### src/hdl/gtan_defines.svh
// Purpose: Offsets, field positions, reset values and frame counts of the
//          gigabit twisted-pair negotiation register set
// Assumes: Register addresses are the 5-bit management register numbers
// Notes:   Values without a fixed figure are plain defaults
`ifndef GTAN_DEFINES_SVH
`define GTAN_DEFINES_SVH

`define GTAN_REG_CTRL      5'h00
`define GTAN_REG_STAT      5'h01
`define GTAN_REG_ADV       5'h04
`define GTAN_REG_PBASE     5'h05
`define GTAN_REG_EXP       5'h06
`define GTAN_REG_NPTX      5'h07
`define GTAN_REG_PNP       5'h08
`define GTAN_REG_GIG       5'h09

`define GTAN_ADV_NP_BIT    15
`define GTAN_ADV_TECH_HI   12
`define GTAN_ADV_TECH_LO   5
`define GTAN_ADV_SEL_HI    4
`define GTAN_GIG_TM_HI     15
`define GTAN_GIG_TM_LO     13
`define GTAN_GIG_MAN_EN    12
`define GTAN_GIG_MAN_VAL   11
`define GTAN_GIG_PORT      10
`define GTAN_GIG_FD        9
`define GTAN_GIG_HD        8

`define GTAN_SELECTOR      5'h01
`define GTAN_TECH_RST      8'h00
`define GTAN_ADV_HI_RST    2'h0
`define GTAN_NPTX_RST      16'h0000
`define GTAN_GIG_RST       16'h0300

`define GTAN_PRE_MIN       6'h20
`define GTAN_HDR_LAST      5'h0C
`define GTAN_TA_LAST       5'h01
`define GTAN_DATA_LAST     5'h0F
`define GTAN_DATA_BITS     5'h10
`define GTAN_OP_READ       2'h2
`define GTAN_OP_WRITE      2'h1

`endif

### src/hdl/gtan_pkg.sv
// Purpose: Types of the negotiation register set
// Assumes: One-hot frame states
// Notes:   Offsets and counts live in the defines header
package gtan_pkg;

	typedef enum logic [4:0] {
		GTAN_PRE  = 5'h01,
		GTAN_HDR  = 5'h02,
		GTAN_TA   = 5'h04,
		GTAN_WDAT = 5'h08,
		GTAN_RDAT = 5'h10
	} gtan_frame_t;

	typedef struct packed {
		logic prev;
		logic rise;
	} gtan_edge_t;

	typedef struct packed {
		gtan_frame_t frame;
		logic [5:0]  pre_cnt;
		logic [4:0]  bit_cnt;
		logic [15:0] shift;
		logic [4:0]  reg_addr;
		logic [15:0] rd_word;
		logic        mdio_o;
		logic        mdio_oe;
		logic [4:0]  phy_addr;
		logic        strap_done;
		logic [15:0] adv;
		logic [15:0] np_tx;
		logic [15:0] gig;
		logic [15:0] partner_base;
		logic [15:0] partner_np;
		logic        pref_master;
		logic        tx_loop;
	} gtan_state_t;

endpackage

### src/hdl/gtan_regs.sv
// Purpose: Management register set for gigabit twisted-pair auto-negotiation
// Assumes: mdc and mdio_i synchronous to clk_sys; management clock well below 25 MHz
// Notes:   Registers 0, 1 and 6 mirror the views given by the control logic outside
`timescale 1ns/1ps
`include "gtan_defines.svh"

module gtan_regs (
	input  wire logic        clk_sys,
	input  wire logic        rstn,
	input  wire logic        mdc,
	input  wire logic        mdio_i,
	output logic             mdio_o,
	output logic             mdio_oe,
	input  wire logic [4:0]  phy_addr_strap,
	input  wire logic [15:0] ctrl_view,
	input  wire logic [15:0] stat_view,
	input  wire logic [15:0] exp_view,
	input  wire logic        page_rx_valid,
	input  wire logic        page_rx_next,
	input  wire logic [15:0] page_rx_word,
	input  wire logic        role_master,
	output logic [15:0]      adv_word,
	output logic [15:0]      np_tx_word,
	output logic [15:0]      partner_base_word,
	output logic [15:0]      partner_np_word,
	output logic [2:0]       test_mode,
	output logic             manual_role_en,
	output logic             manual_role_master,
	output logic             port_multi,
	output logic             adv_1000_fd,
	output logic             adv_1000_hd,
	output logic             role_pref_master,
	output logic             tx_loop_timing
);

	////////////////////////////////////////////////////////////////////////////////
	// State

	gtan_pkg::gtan_state_t st_q;
	gtan_pkg::gtan_state_t st_d;
	logic                  mdc_rise;
	logic                  wr_commit;
	logic [15:0]           wr_word;
	logic [12:0]           hdr_word;
	logic                  hdr_ok;

	gtan_mdc_edge u_edge (
		.clk_sys (clk_sys),
		.rstn    (rstn),
		.mdc     (mdc),
		.rise_q  (mdc_rise)
	);

	////////////////////////////////////////////////////////////////////////////////
	// Read view

	function automatic logic [15:0] read_reg(
		input logic [4:0]            addr,
		input gtan_pkg::gtan_state_t s,
		input logic [15:0]           ctrl,
		input logic [15:0]           stat,
		input logic [15:0]           expn
	);
		logic [15:0] v;
		v = 16'h0000;
		case (addr)
			`GTAN_REG_CTRL:  v = ctrl;
			`GTAN_REG_STAT:  v = stat;
			`GTAN_REG_ADV:   v = s.adv;
			`GTAN_REG_PBASE: v = s.partner_base;
			`GTAN_REG_EXP:   v = expn;
			`GTAN_REG_NPTX:  v = s.np_tx;
			`GTAN_REG_PNP:   v = s.partner_np;
			`GTAN_REG_GIG:   v = s.gig;
			default:         v = 16'h0000;
		endcase
		return v;
	endfunction

	////////////////////////////////////////////////////////////////////////////////
	// Frame decode and register update

	assign hdr_word  = {st_q.shift[11:0], mdio_i};
	assign hdr_ok    = hdr_word[12] && (hdr_word[9:5] == st_q.phy_addr) &&
	                   ((hdr_word[11:10] == `GTAN_OP_READ) ||
	                    (hdr_word[11:10] == `GTAN_OP_WRITE));
	assign wr_word   = {st_q.shift[14:0], mdio_i};
	assign wr_commit = mdc_rise && (st_q.frame == gtan_pkg::GTAN_WDAT) &&
	                   (st_q.bit_cnt == `GTAN_DATA_LAST);

	always_comb begin
		st_d = st_q;

		// Address strap is caught once after reset release, never under reset
		if (!st_q.strap_done) begin
			st_d.phy_addr   = phy_addr_strap;
			st_d.strap_done = 1'b1;
		end

		if (mdc_rise) begin
			case (st_q.frame)
				gtan_pkg::GTAN_PRE: begin
					if (mdio_i) begin
						if (st_q.pre_cnt != `GTAN_PRE_MIN) begin
							st_d.pre_cnt = st_q.pre_cnt + 6'h01;
						end
					end else if (st_q.pre_cnt == `GTAN_PRE_MIN) begin
						st_d.frame   = gtan_pkg::GTAN_HDR;
						st_d.bit_cnt = 5'h00;
						st_d.shift   = 16'h0000;
					end else begin
						st_d.pre_cnt = 6'h00;
					end
				end
				gtan_pkg::GTAN_HDR: begin
					st_d.shift   = {st_q.shift[14:0], mdio_i};
					st_d.bit_cnt = st_q.bit_cnt + 5'h01;
					if (st_q.bit_cnt == `GTAN_HDR_LAST) begin
						st_d.bit_cnt  = 5'h00;
						st_d.pre_cnt  = 6'h00;
						st_d.reg_addr = hdr_word[4:0];
						st_d.rd_word  = read_reg(hdr_word[4:0], st_q, ctrl_view,
						                         stat_view, exp_view);
						// Foreign address or bad opcode: stay silent, wait for preamble
						if (!hdr_ok) begin
							st_d.frame = gtan_pkg::GTAN_PRE;
						end else if (hdr_word[11:10] == `GTAN_OP_READ) begin
							st_d.frame = gtan_pkg::GTAN_TA;
							st_d.shift = 16'h0001;
						end else begin
							st_d.frame = gtan_pkg::GTAN_TA;
							st_d.shift = 16'h0000;
						end
					end
				end
				gtan_pkg::GTAN_TA: begin
					// Read: first turnaround bit is released, second is driven low
					if (st_q.shift[0]) begin
						st_d.mdio_oe = 1'b1;
						st_d.mdio_o  = 1'b0;
						st_d.frame   = gtan_pkg::GTAN_RDAT;
						st_d.bit_cnt = 5'h00;
					end else if (st_q.bit_cnt == `GTAN_TA_LAST) begin
						st_d.frame   = gtan_pkg::GTAN_WDAT;
						st_d.bit_cnt = 5'h00;
					end else begin
						st_d.bit_cnt = st_q.bit_cnt + 5'h01;
					end
				end
				gtan_pkg::GTAN_WDAT: begin
					st_d.shift   = wr_word;
					st_d.bit_cnt = st_q.bit_cnt + 5'h01;
					if (st_q.bit_cnt == `GTAN_DATA_LAST) begin
						st_d.frame   = gtan_pkg::GTAN_PRE;
						st_d.bit_cnt = 5'h00;
					end
				end
				gtan_pkg::GTAN_RDAT: begin
					if (st_q.bit_cnt == `GTAN_DATA_BITS) begin
						st_d.mdio_oe = 1'b0;
						st_d.mdio_o  = 1'b0;
						st_d.frame   = gtan_pkg::GTAN_PRE;
						st_d.bit_cnt = 5'h00;
					end else begin
						st_d.mdio_o  = st_q.rd_word[15];
						st_d.rd_word = {st_q.rd_word[14:0], 1'b0};
						st_d.bit_cnt = st_q.bit_cnt + 5'h01;
					end
				end
				default: begin
					st_d.frame   = gtan_pkg::GTAN_PRE;
					st_d.mdio_oe = 1'b0;
				end
			endcase
		end

		if (wr_commit) begin
			case (st_q.reg_addr)
				`GTAN_REG_ADV: begin
					// Next page bit and selector stay fixed; ability field writable
					st_d.adv = {1'b1, wr_word[14:5], `GTAN_SELECTOR};
				end
				`GTAN_REG_NPTX: begin
					st_d.np_tx = wr_word;
				end
				`GTAN_REG_GIG: begin
					// Low byte is stored as written; software keeps it zero
					st_d.gig = wr_word;
				end
				default: begin
					st_d.np_tx = st_q.np_tx;
				end
			endcase
		end

		// Link pages from the arbitration logic; next pages never reach register 5
		if (page_rx_valid) begin
			if (page_rx_next) begin
				st_d.partner_np = page_rx_word;
			end else begin
				st_d.partner_base = page_rx_word;
			end
		end

		// Forced role wins over port type preference
		st_d.pref_master = st_d.gig[`GTAN_GIG_MAN_EN] ? st_d.gig[`GTAN_GIG_MAN_VAL]
		                                                : st_d.gig[`GTAN_GIG_PORT];
		// Slave loops back recovered clock; master uses the local source
		st_d.tx_loop = ~role_master;
	end

	always_ff @(posedge clk_sys or negedge rstn) begin
		if (!rstn) begin
			st_q              <= '0;
			st_q.frame        <= gtan_pkg::GTAN_PRE;
			st_q.adv          <= {1'b1, `GTAN_ADV_HI_RST, `GTAN_TECH_RST, `GTAN_SELECTOR};
			st_q.np_tx        <= `GTAN_NPTX_RST;
			st_q.gig          <= `GTAN_GIG_RST;
			st_q.tx_loop      <= 1'b1;
		end else begin
			st_q <= st_d;
		end
	end

	////////////////////////////////////////////////////////////////////////////////
	// Outputs

	assign mdio_o             = st_q.mdio_o;
	assign mdio_oe            = st_q.mdio_oe;
	assign adv_word           = st_q.adv;
	assign np_tx_word         = st_q.np_tx;
	assign partner_base_word  = st_q.partner_base;
	assign partner_np_word    = st_q.partner_np;
	assign test_mode          = st_q.gig[`GTAN_GIG_TM_HI:`GTAN_GIG_TM_LO];
	assign manual_role_en     = st_q.gig[`GTAN_GIG_MAN_EN];
	assign manual_role_master = st_q.gig[`GTAN_GIG_MAN_VAL];
	assign port_multi         = st_q.gig[`GTAN_GIG_PORT];
	assign adv_1000_fd        = st_q.gig[`GTAN_GIG_FD];
	assign adv_1000_hd        = st_q.gig[`GTAN_GIG_HD];
	assign role_pref_master   = st_q.pref_master;
	assign tx_loop_timing     = st_q.tx_loop;
endmodule

### src/hdl/gtan_mdc_edge.sv
// Purpose: Turns the management clock pin into a one-cycle rising-edge enable
// Assumes: mdc is synchronous to clk_sys and much slower than it
// Notes:   The enable lags the pin edge by one system clock
`timescale 1ns/1ps

module gtan_mdc_edge (
	input  wire logic clk_sys,
	input  wire logic rstn,
	input  wire logic mdc,
	output logic      rise_q
);

	gtan_pkg::gtan_edge_t st_q;
	gtan_pkg::gtan_edge_t st_d;

	always_comb begin
		st_d      = st_q;
		st_d.prev = mdc;
		st_d.rise = mdc & ~st_q.prev;
	end

	always_ff @(posedge clk_sys or negedge rstn) begin
		if (!rstn) begin
			st_q <= '0;
		end else begin
			st_q <= st_d;
		end
	end

	assign rise_q = st_q.rise;

endmodule

### config.mk
export PLATFORM = sky130hd
export DESIGN_NAME = gtan_regs
export DESIGN_NICKNAME = d
export VERILOG_FILES = /design/src/hdl/gtan_pkg.sv /design/src/hdl/gtan_regs.sv /design/src/hdl/gtan_mdc_edge.sv
export VERILOG_INCLUDE_DIRS = /design/src /design/src/hdl
export SDC_FILE = /design/constraint.sdc
export NUM_CORES = 1
export LEC_CHECK = 0
export BUFFER_PORTS_ARGS = -buffer_cell sky130_fd_sc_hd__buf_2
export CAP_MARGIN = 0
export CORE_MARGIN = 2
export CORE_UTILIZATION = 54
export CTS_CLUSTER_SIZE = 30
export DETAILED_ROUTE_END_ITERATION = 16
export PLACE_DENSITY = 0.79
export SYNTH_ARGS = -nofsm -noshare
export SYNTH_HDL_FRONTEND = slang
export SYNTH_HIERARCHICAL = 1
export SYNTH_SLANG_ARGS = --single-unit
### constraint.sdc
create_clock -name clk_sys -period 6.9 [get_ports clk_sys]
set_input_delay 2.07 -clock clk_sys [delete_from_list [all_inputs] [get_ports clk_sys]]
set_output_delay 2.07 -clock clk_sys [all_outputs]
set_load 0.01 [all_outputs]
After elaboration in Yosys (flattened, before gate mapping)
Cells that the tools add are included.
{"block": "classes", "n_addsub": 2, "eq_ne": 34, "mux": 34, "n_bitwise": 5, "n_reduce_logical": 25}
{"cell": "16-bit one-hot mux with 8 select lines", "count": 1}
{"cell": "53-bit 2-to-1 mux", "count": 1}
{"cell": "5-bit 2-to-1 mux", "count": 10}
{"cell": "5-bit one-hot mux with 5 select lines", "count": 2}
{"cell": "15-bit one-hot mux with 3 select lines", "count": 1}
{"cell": "21-bit 2-to-1 mux", "count": 2}
{"cell": "5-bit by 3-bit equality test with 1-bit output, second input constant", "count": 7}
{"cell": "16-bit 2-to-1 mux", "count": 2}
{"cell": "16-bit one-hot mux with 2 select lines", "count": 1}
{"cell": "5-bit by 4-bit equality test with 1-bit output, second input constant", "count": 6}
{"cell": "13-bit 2-to-1 mux", "count": 2}
{"cell": "6-bit 2-to-1 mux", "count": 3}
{"cell": "4-bit AND reduction", "count": 4}
{"cell": "5-bit by 1-bit equality test with 1-bit output, second input constant", "count": 3}
{"cell": "2-bit inequality test, second input constant", "count": 6}
{"cell": "6-bit one-hot mux with 2 select lines", "count": 1}
{"cell": "5-bit equality test, second input constant", "count": 2}
{"cell": "2-bit AND reduction", "count": 5}
{"cell": "3-bit inequality test, second input constant", "count": 3}
{"cell": "7-bit AND reduction", "count": 1}
{"cell": "6-bit by 1-bit adder with 6-bit output, second input constant", "count": 1}
{"cell": "6-bit equality test, second input constant", "count": 1}
{"cell": "6-bit inequality test, second input constant", "count": 1}
{"cell": "3-bit AND reduction", "count": 2}
{"cell": "21 further kinds", "count": 32}
{"block": "totals", "reg_bits": 138, "input_bits": 76, "out_inout_bits": 76, "word_cells": 120}

Logic depth before layout (Yosys ltp)
Gate-level depths: netlist of run 1.
{"block": "logic_depth", "ltp_word": 6, "mapped_depth": 10, "mapped_depth_nobuf": 9}

By module
The synthesis of run 1 kept the hierarchy.
{"mod": "gtan_regs", "n_inst": 1, "cells_each": 674, "area_each_um2": 7374.6, "seq_area_each_um2": 3408.3}
{"mod": "gtan_mdc_edge", "n_inst": 1, "cells_each": 3, "area_each_um2": 63.8, "seq_area_each_um2": 50.0}

Worst setup path before layout of run 1
No wires, ideal clock.
{"block": "synth_timing", "path_type": "input port to flip-flop", "startpoint": "in mdio_i", "endpoint": "reg st_q, in the netlist hdr_word[4]", "setup_ns": 0.066, "arrival_ns": 3.441, "required_ns": 6.834, "slack_ns": 3.393, "cell_stages": 5, "n_path_buf": 1, "cell_sequence": "nor3_1 -> o21ai_0 -> a221oi_1 -> buf_2 -> a22o_1"}
{"block": "synth_between", "elab_chain_cells": 2}
{"item": "start: declaration", "line": "gtan_regs.sv:11", "text": "input wire logic mdio_i,"}
{"item": "2-bit inequality test (no source line)"}
{"item": "4-bit AND reduction (no source line)"}
{"item": "end signal: assignment", "line": "gtan_regs.sv:221", "text": "st_q <= st_d;"}
{"item": "end: declaration", "line": "gtan_regs.sv:39", "text": "gtan_pkg::gtan_state_t st_q;"}
Every way passes these cells.
A chain may end at the register's enable or synchronous reset.

Final worst setup path of run 1
{"block": "layout_timing", "startpoint": "in mdio_i", "endpoint": "reg st_q[94] in the netlist's numbering"}
{"block": "layout_between", "elab_chain_cells": 4, "word_cells_on_any_way": 11, "classes_between": "eq/ne (7); mux (3); reduce/logical (1)"}
{"item": "5-bit by 4-bit equality test with 1-bit output (tied with other cells)", "line": "gtan_regs.sv:66", "text": "case (addr)"}
{"item": "16-bit one-hot mux with 8 select lines *", "line": "gtan_regs.sv:66"}
{"item": "53-bit 2-to-1 mux *", "line": "gtan_regs.sv:118", "text": "if (st_q.bit_cnt == `GTAN_HDR_LAST) begin"}
{"item": "16-bit one-hot mux with 2 select lines *", "line": "gtan_regs.sv:101", "text": "case (st_q.frame)"}
Mark *: on every way between the ends. The rest lies on a longest branch, timed or not. The select of a mux whose other input is x is not followed.

==> metrics.md, run 1 <==
| Metric | Value |
|---|---|
| Clock Tree Buf Depth | 2 |
| DRT iter0 DRCs | 661 |
| DRT Pass-1 Iters | 6 |
| CTS H-tree lvls | 4 |
| Routed WL | 19230 um |
| Antenna cells | 0 |
| Placed cell areas | 0.007797 mm2 |
| Unique masters post-synth | 63 |
| Most used DFF post-synth | dfrtp_1 |
| Root Driver | clkbuf_16 |
| Area growth, synth to finish | 13.54% |
| Slew HR | 0.06308 |
| Crit-path max FO | 15 |
| Crit. End Element | flip-flop |
| Synth warn | 6 |
| Largest net degree at the start of global routing | 88 |
| Worst Tran Pin Value | 1.395 ns |
| Sequential area share after synthesis | 0.4649 |
| TritonCTS clock tree | built |
| Critical path class | in2reg |
| Clock sinks | 138 |
| Final Max Slew Viols | 0 |
| Die X | 121.4 um |
| Endpoints failing setup | 0 |
| CTS Hold Buffers Added | 0 |
| PnR worst setup slack | 2.993 ns |
| Filler Cells Inserted | 1055 |
| Fin Hold WS | 0.4518 ns |
| RSZ-0062 raised after global routing | no |
| First-pass GRT wire length | 30010 um |
| EDFF count, synth | 0 |
| Final Skew | 0.007280 ns |
| Place WS | 2.708 ns |
| Async set-or-reset flop fraction in the synthesized netlist | 1.000 |
| Full die area | 0.01473 mm2 |
| Post CTS Setup Buffer Count | 0 |
| Post-synthesis cell count | 677 |
| Share of cells above drive strength 1 | 0.3908 |
| Standard-cell rows | 42 |
| Final Hold Vio Count | 0 |
| # IOs | 152 |
| Static Leakage | 3.989 nW |
| Worst VDD drop | 181.3 uV |
| CTS buffer count | 17 |
| Total GRT Usage | 0.2681 |
| Drt wl/cell | 20.54 um |
| Number of global-route vias before repair | 5629 |
| #FFs+latches synth | 138 |
| Antenna viol nets, final | 0 |
| Initial core utilization | 0.5573 |
| Required time of the critical path | 7.24 ns |
| Status | finished, final reports clean |
| Hpwl dp | 13360 um |
| Setup TNS Final | 0 ns |
| Pwr Density | 313.3 mW/mm2 |
| Residual DRC | 0 |
| Core ar. | 0.01335 mm2 |
| Max frequency | 0.2560 GHz |
| Fin area | 0.008446 mm2 |
| Port Buffers | 145 |
| Via count | 5731 |
| Post-Syn Area | 0.007438 mm2 |
| Gpl congestion | 0.9573 |
| Initial antenna violation count | 0 |
| Avg Vias per Cell | 6.123 |
| GRT overflow | 0 |
| Final Core Density | 0.6327 |
| Setup crit start kind | input pin |
| Final Cycle Share | 0.5662 |
| NumNets Final | 831 |
| Clk Latency, worst-skew pair | 0.43 ns |
| Critical Path AT | 4.25 ns |
| Hold WC Path Type | reg2reg |
| Die H | 121.4 um |
| Maxcap violations | 0 |
| Clock-pin slew on the worst setup and hold paths | 0.06 ns |
| Mapped Avg Cell Area | 10.99 um2 |
| Final worst path period need | 3.907 ns |
| # resized after CTS | 0 |
-- cell usage in the layout, fill, tap and decap left out, types with 3 or more instances in the layout --
cell type and n:
conb_1 7, a31oi_1 3, dfstp_2 4, and3_1 19, o21a_1 4, buf_4 8, a22o_1 31, ha_1 8
a32o_1 3, and2_1 7, o221ai_2 9, nor3_1 11, nand3_1 42, a22oi_1 15, o21ai_0 19, o31ai_1 3
nor2_1 9, nor3b_1 4, nand2b_1 6, inv_1 11, nand2_1 48, inv_6 3, bufinv_16 5, clkbuf_16 17
nor3_2 4, a21oi_1 4, nand4_1 14, mux2i_1 3, xor2_1 4, xnor2_1 5, dfrtp_1 134, mux2_2 86
nor2b_1 8, buf_2 144, o221ai_1 7, o211ai_1 3, a222oi_1 4
-- cells in the mapped netlist (3+ instances only) --
master / instances / share of area
a21oi_1: 4 / 0.0027
a222oi_1: 4 / 0.0054
a22o_1: 31 / 0.037
a22oi_1: 15 / 0.015
a31oi_1: 3 / 0.0025
a32o_1: 3 / 0.0040
and2_1: 7 / 0.0059
and3_1: 19 / 0.016
buf_2: 7 / 0.0047
buf_4: 68 / 0.069
clkbuf_1: 29 / 0.015
dfrtp_1: 134 / 0.45
dfstp_2: 4 / 0.014
ha_1: 8 / 0.013
inv_1: 11 / 0.0056
mux2_2: 86 / 0.13
mux2i_1: 3 / 0.0040
nand2_1: 48 / 0.024
nand2b_1: 6 / 0.0050
nand3_1: 42 / 0.028
nand4_1: 14 / 0.012
nor2_1: 9 / 0.0045
nor2b_1: 8 / 0.0067
nor3_1: 12 / 0.0081
nor3_2: 3 / 0.0040
nor3b_1: 4 / 0.0040
o211ai_1: 3 / 0.0030
o21a_1: 4 / 0.0040
o21ai_0: 20 / 0.013
o221ai_1: 7 / 0.0082
o221ai_2: 9 / 0.018
o31ai_1: 3 / 0.0030
xnor2_1: 5 / 0.0059
xor2_1: 4 / 0.0047
-- metal layers --
metal | wire length [um] | global-route usage | part of all wire | up-vias
met4 | 350 | 0.08764 | 0.018 | 0
met5 | 0 | 0 | 0 | -
met2 | 9500 | 0.4364 | 0.49 | 251
met1 | 7954 | 0.3494 | 0.41 | 2887
met3 | 1424 | 0.07143 | 0.074 | 31
li1 | - | - | - | 2562
-- worst max-delay path, stage by stage --
cell      delay, ns
buf_2          0.20
nor3_1         1.13
and2_1         0.37
a222oi_1       0.10
and3_1         0.20
o221ai_1       0.18
-- logic make-up (layout without fill, tap and decap cells) --
kind of cell             Yosys count  count (layout)  share of synthesized area
AND/OR/NAND/NOR                  194             194                     0.1477
flip-flops                       138             138                     0.4649
AO/OA/AOI/OAI                    119             119                     0.1310
buffers and inverters            118             196                    0.09705
multiplexers                      89              89                     0.1342
XOR/XNOR                           9               9                    0.01060
adder cells (fa/ha/maj)            8               8                    0.01346
other                              2               7                   0.001010
-- where the power goes --
group	switching, mW	internal (mW)	leakage (nW)	total (mW)
Sequential	0.129	0.915	1.74	1.04
Clock	0.366	0.644	0.311	1.01
Combinational	0.342	0.251	1.94	0.593
-- metrics by stage --
step	instances	power (mW)
finish	936	2.646
global route	936	2.766
CTS	936	2.649
detailed placement	904	1.632
global placement	904	1.604
floorplan	682	1.476
-- path summary, 6_finish.rpt --
kind / cells past startpoint / slack [ns] / from / to
max: 6 / 2.99 / mdio_i / st_q[94]
min: 1 / 0.45 / u_edge/st_q[1] / u_edge/rise_q
max reg2reg: 9 / 4.11 / st_q[127] / manual_role_master
min reg2reg: 1 / 0.45 / u_edge/st_q[1] / u_edge/rise_q
max in group asynchronous: 2 / 4.02 / rstn / partner_np_word[1]
min in group asynchronous: 1 / 1.70 / rstn / np_tx_word[8]
-- registers in the layout, indices dropped and copies added, names as in the netlist --
register            count
np_tx_word             16
adv_1000_hd             1
test_mode               3
adv_1000_fd             1
adv_word               10
manual_role_en          1
hdr_word               12
u_edge/st_q             1
mdio_oe                 1
u_edge/rise_q           1
port_multi              1
partner_base_word      16
tx_loop_timing          1
role_pref_master        1
mdio_o                  1
st_q                   54
partner_np_word        16
manual_role_master      1
-- area by class of cell --
type / instances / area [um2] / area share
timing repair buffer: 153 / 792.0 / 0.09378
sequential: 138 / 3458 / 0.4095
tap: 176 / 220.2 / 0.02607
clock inverter: 14 / 219.0 / 0.02593
inverter: 11 / 41.29 / 0.004889
clock buffer: 18 / 429.2 / 0.05081
multi-input combinational: 426 / 3286 / 0.3890
Power figures use the tool's default switching activity.
==> inputs of run 2 (changes only) <==
==> constraint.sdc (replaced) <==
create_clock -name clk_sys -period 3.8 [get_ports clk_sys]
set_input_delay 1.14 -clock clk_sys [delete_from_list [all_inputs] [get_ports clk_sys]]
set_output_delay 1.14 -clock clk_sys [all_outputs]
set_load 0.01 [all_outputs]
==> metrics.md, run 2 (synthesis results as in run 1) <==
| Metric | Value |
|---|---|
| Status | finished, final reports clean (unchanged) |
| Die H | 121.4 um (unchanged) |
| # resized after CTS | 0 (unchanged) |
| Final Cycle Share | 0.7452 |
| Routed WL | 19650 um (was 19230 um) |
| Crit-path max FO | 10 (was 15) |
| Worst Tran Pin Value | 0.9491 ns (was 1.395 ns) |
| Hold_sp | u_edge/st_q[1] (unchanged) |
| Clk Latency, worst-skew pair | 0.42 ns (was 0.43 ns) |
| Final Skew | 0.01090 ns (was 0.007280 ns) |
| Port Buffers | 145 (unchanged) |
| Critical Path AT | 3.13 ns (was 4.25 ns) |
| Residual DRC | 0 (unchanged) |
| Max frequency | 0.3531 GHz |
| Reg with most FFs | st_q (unchanged) |
| GRT overflow | 0 (unchanged) |
| First-pass GRT wire length | 30750 um (was 30010 um) |
| Root Driver | clkbuf_16 (unchanged) |
| CTS buffer count | 17 (unchanged) |
| Pwr Density | 572.2 mW/mm2 (was 313.3 mW/mm2) |
| Worst VDD drop | 393.7 uV (was 181.3 uV) |
| Standard-cell rows | 42 (unchanged) |
| Core ar. | 0.01335 mm2 (unchanged) |
| Drt wl/cell | 20.92 um (was 20.54 um) |
| Clock sinks | 138 (unchanged) |
| Gpl congestion | 0.9237 (was 0.9573) |
| Final worst path period need | 2.832 ns |
| CTS H-tree lvls | 4 (unchanged) |
| TritonCTS clock tree | built (unchanged) |
| RR Startpoint | st_q[127] (unchanged) |
| CTS Hold Buffers Added | 0 (unchanged) |
| Initial core utilization | 0.5573 (unchanged) |
| Clock Tree Buf Depth | 2 (unchanged) |
| Fin Hold WS | 0.4440 ns (was 0.4518 ns) |
| Most frequent cells in the layout | buf_2, dfrtp_1, mux2_2, nand2_1, nand3_1 (unchanged) |
| Critical path class | reg2reg (was in2reg) |
| Endpoints failing setup | 0 (unchanged) |
| R2R setup slack | 0.97 ns (was 4.11 ns) |
| Crit. End Element | flip-flop (unchanged) |
| Int Pwr | 3.364 mW (was 1.809 mW) |
| Share of cells above drive strength 1 | 0.3945 (was 0.3908) |
| Switch share | 0.3088 (was 0.3163) |
| Largest net degree at the start of global routing | 79 (was 88) |
| Comb pwr share | 0.226 (was 0.224) |
| DRT iter0 DRCs | 512 (was 661) |
| Setup crit start kind | flip-flop (was input pin) |
| Share of power burned in the clock network | 0.384 (was 0.382) |
| Post CTS Setup Buffer Count | 0 (unchanged) |
| Cells on worst reg2reg path | 9 (unchanged) |
| Via count | 5823 (was 5731) |
| Hpwl dp | 14020 um (was 13360 um) |
| Full die area | 0.01473 mm2 (unchanged) |
| Total GRT Usage | 0.2733 (was 0.2681) |
| Area growth, synth to finish | 14.37% (was 13.54%) |
| Static Leakage | 4.019 nW (was 3.989 nW) |
| Hold WC Path Type | reg2reg (unchanged) |
| Clock-pin slew on the worst setup and hold paths | 0.06 ns (about the same) |
| # IOs | 152 (unchanged) |
| Antenna cells | 0 (unchanged) |
| Reg2reg end | np_tx_word[8] (was manual_role_master) |
| Final Hold Vio Count | 0 (unchanged) |
| NetSw | 1.503 mW (was 836.8 uW) |
| RSZ-0062 raised after global routing | no (unchanged) |
| Flop pwr share | 0.390 (was 0.394) |
| Final Max Slew Viols | 0 (unchanged) |
| Number of global-route vias before repair | 5862 (was 5629) |
| Required time of the critical path | 4.10 ns (was 7.24 ns) |
| Slew HR | 0.3659 (was 0.06308) |
| Initial antenna violation count | 0 (unchanged) |
| Maxcap violations | 0 (unchanged) |
| Avg Vias per Cell | 6.201 (was 6.123) |
| Max FFs per register | 54 (unchanged) |
| Hold Path Depth | 1 (unchanged) |
| NumNets Final | 834 (was 831) |
| DRT Pass-1 Iters | 7 (was 6) |
| Antenna viol nets, final | 0 (unchanged) |
| Most common cell after layout, fill and taps aside | buf_2 (unchanged) |
| Die X | 121.4 um (unchanged) |
| Setup TNS Final | 0 ns (unchanged) |
| WHS Endpoint | u_edge/rise_q (unchanged) |
run 2: cell count changes in the layout (fill, tap and decap cells not counted):
cell       change
bufinv_16      +1
buf_12         +1
inv_6          -3
buf_4          +2
clkinv_4       +3
clkbuf_1       -1
run 2: worst max-delay path by stage:
stage                     depth (start not counted)       from  slack [ns]       endpoint
after CTS                                         9  st_q[127]        0.96  np_tx_word[8]
after detailed placement                          6     mdio_i        0.73       st_q[91]
final                                             9  st_q[127]        0.97  np_tx_word[8]
after floorplan                                   5     mdio_i        1.22    hdr_word[4]
after global routing                              9  st_q[127]        0.74  np_tx_word[9]
after global placement                            6     mdio_i        0.84      st_q[105]
run 2: power groups by stage:
stage	Clock, mW	Sequential [mW]	Combinational (mW)
4_1_cts	1.89	1.89	1.09
3_3_place_gp	0	1.90	1.03
2_1_floorplan	0	1.80	0.882
5_1_grt	1.96	1.93	1.21
6_report	1.87	1.90	1.10
3_5_place_dp	0	1.91	1.07
run 2: final cells by class:
cell class	count	area [um2]
sequential	138	3458
multi-input combinational	426	3286
inverter	11	41.29
timing repair buffer	156	827.0
clock buffer	17	425.4
tap	176	220.2
clock inverter	15	249.0
fill	1104	4841
run 2: critical path, cell delays in order (launching register included):
cell	delay, ns
dfrtp_1	0.42
ha_1	0.20
nand3_1	0.11
inv_1	0.08
ha_1	0.21
and3b_1	0.17
nand4_1	0.24
nor3_2	0.60
buf_4	0.32
mux2_2	0.36
run 2: per-stage QoR:
step / instance area (um2) / total power, mW / cells / setup slack (ns) / util
CTS: 8507 / 4.871 / 939 / 0.9628 / 0.6373
global route: 8507 / 5.099 / 939 / 0.7372 / 0.6373
floorplan: 7457 / 2.681 / 682 / 1.223 / -
global placement: 7833 / 2.925 / 907 / 0.8359 / 0.5868
finish: 8507 / 4.867 / 939 / 0.9681 / 0.6373
detailed placement: 7833 / 2.987 / 907 / 0.7298 / 0.5868
run 2: layer usage:
metal  vias to the layer above  wire [um]  track usage  part of all wire
li1                       2571          -            -                 -
met1                      2882       7918       0.3582              0.40
met2                       307       9338       0.4213              0.48
met3                        63       1564      0.06814             0.080
met4                         0        826       0.1401             0.042
met5                         -          0            0                 0
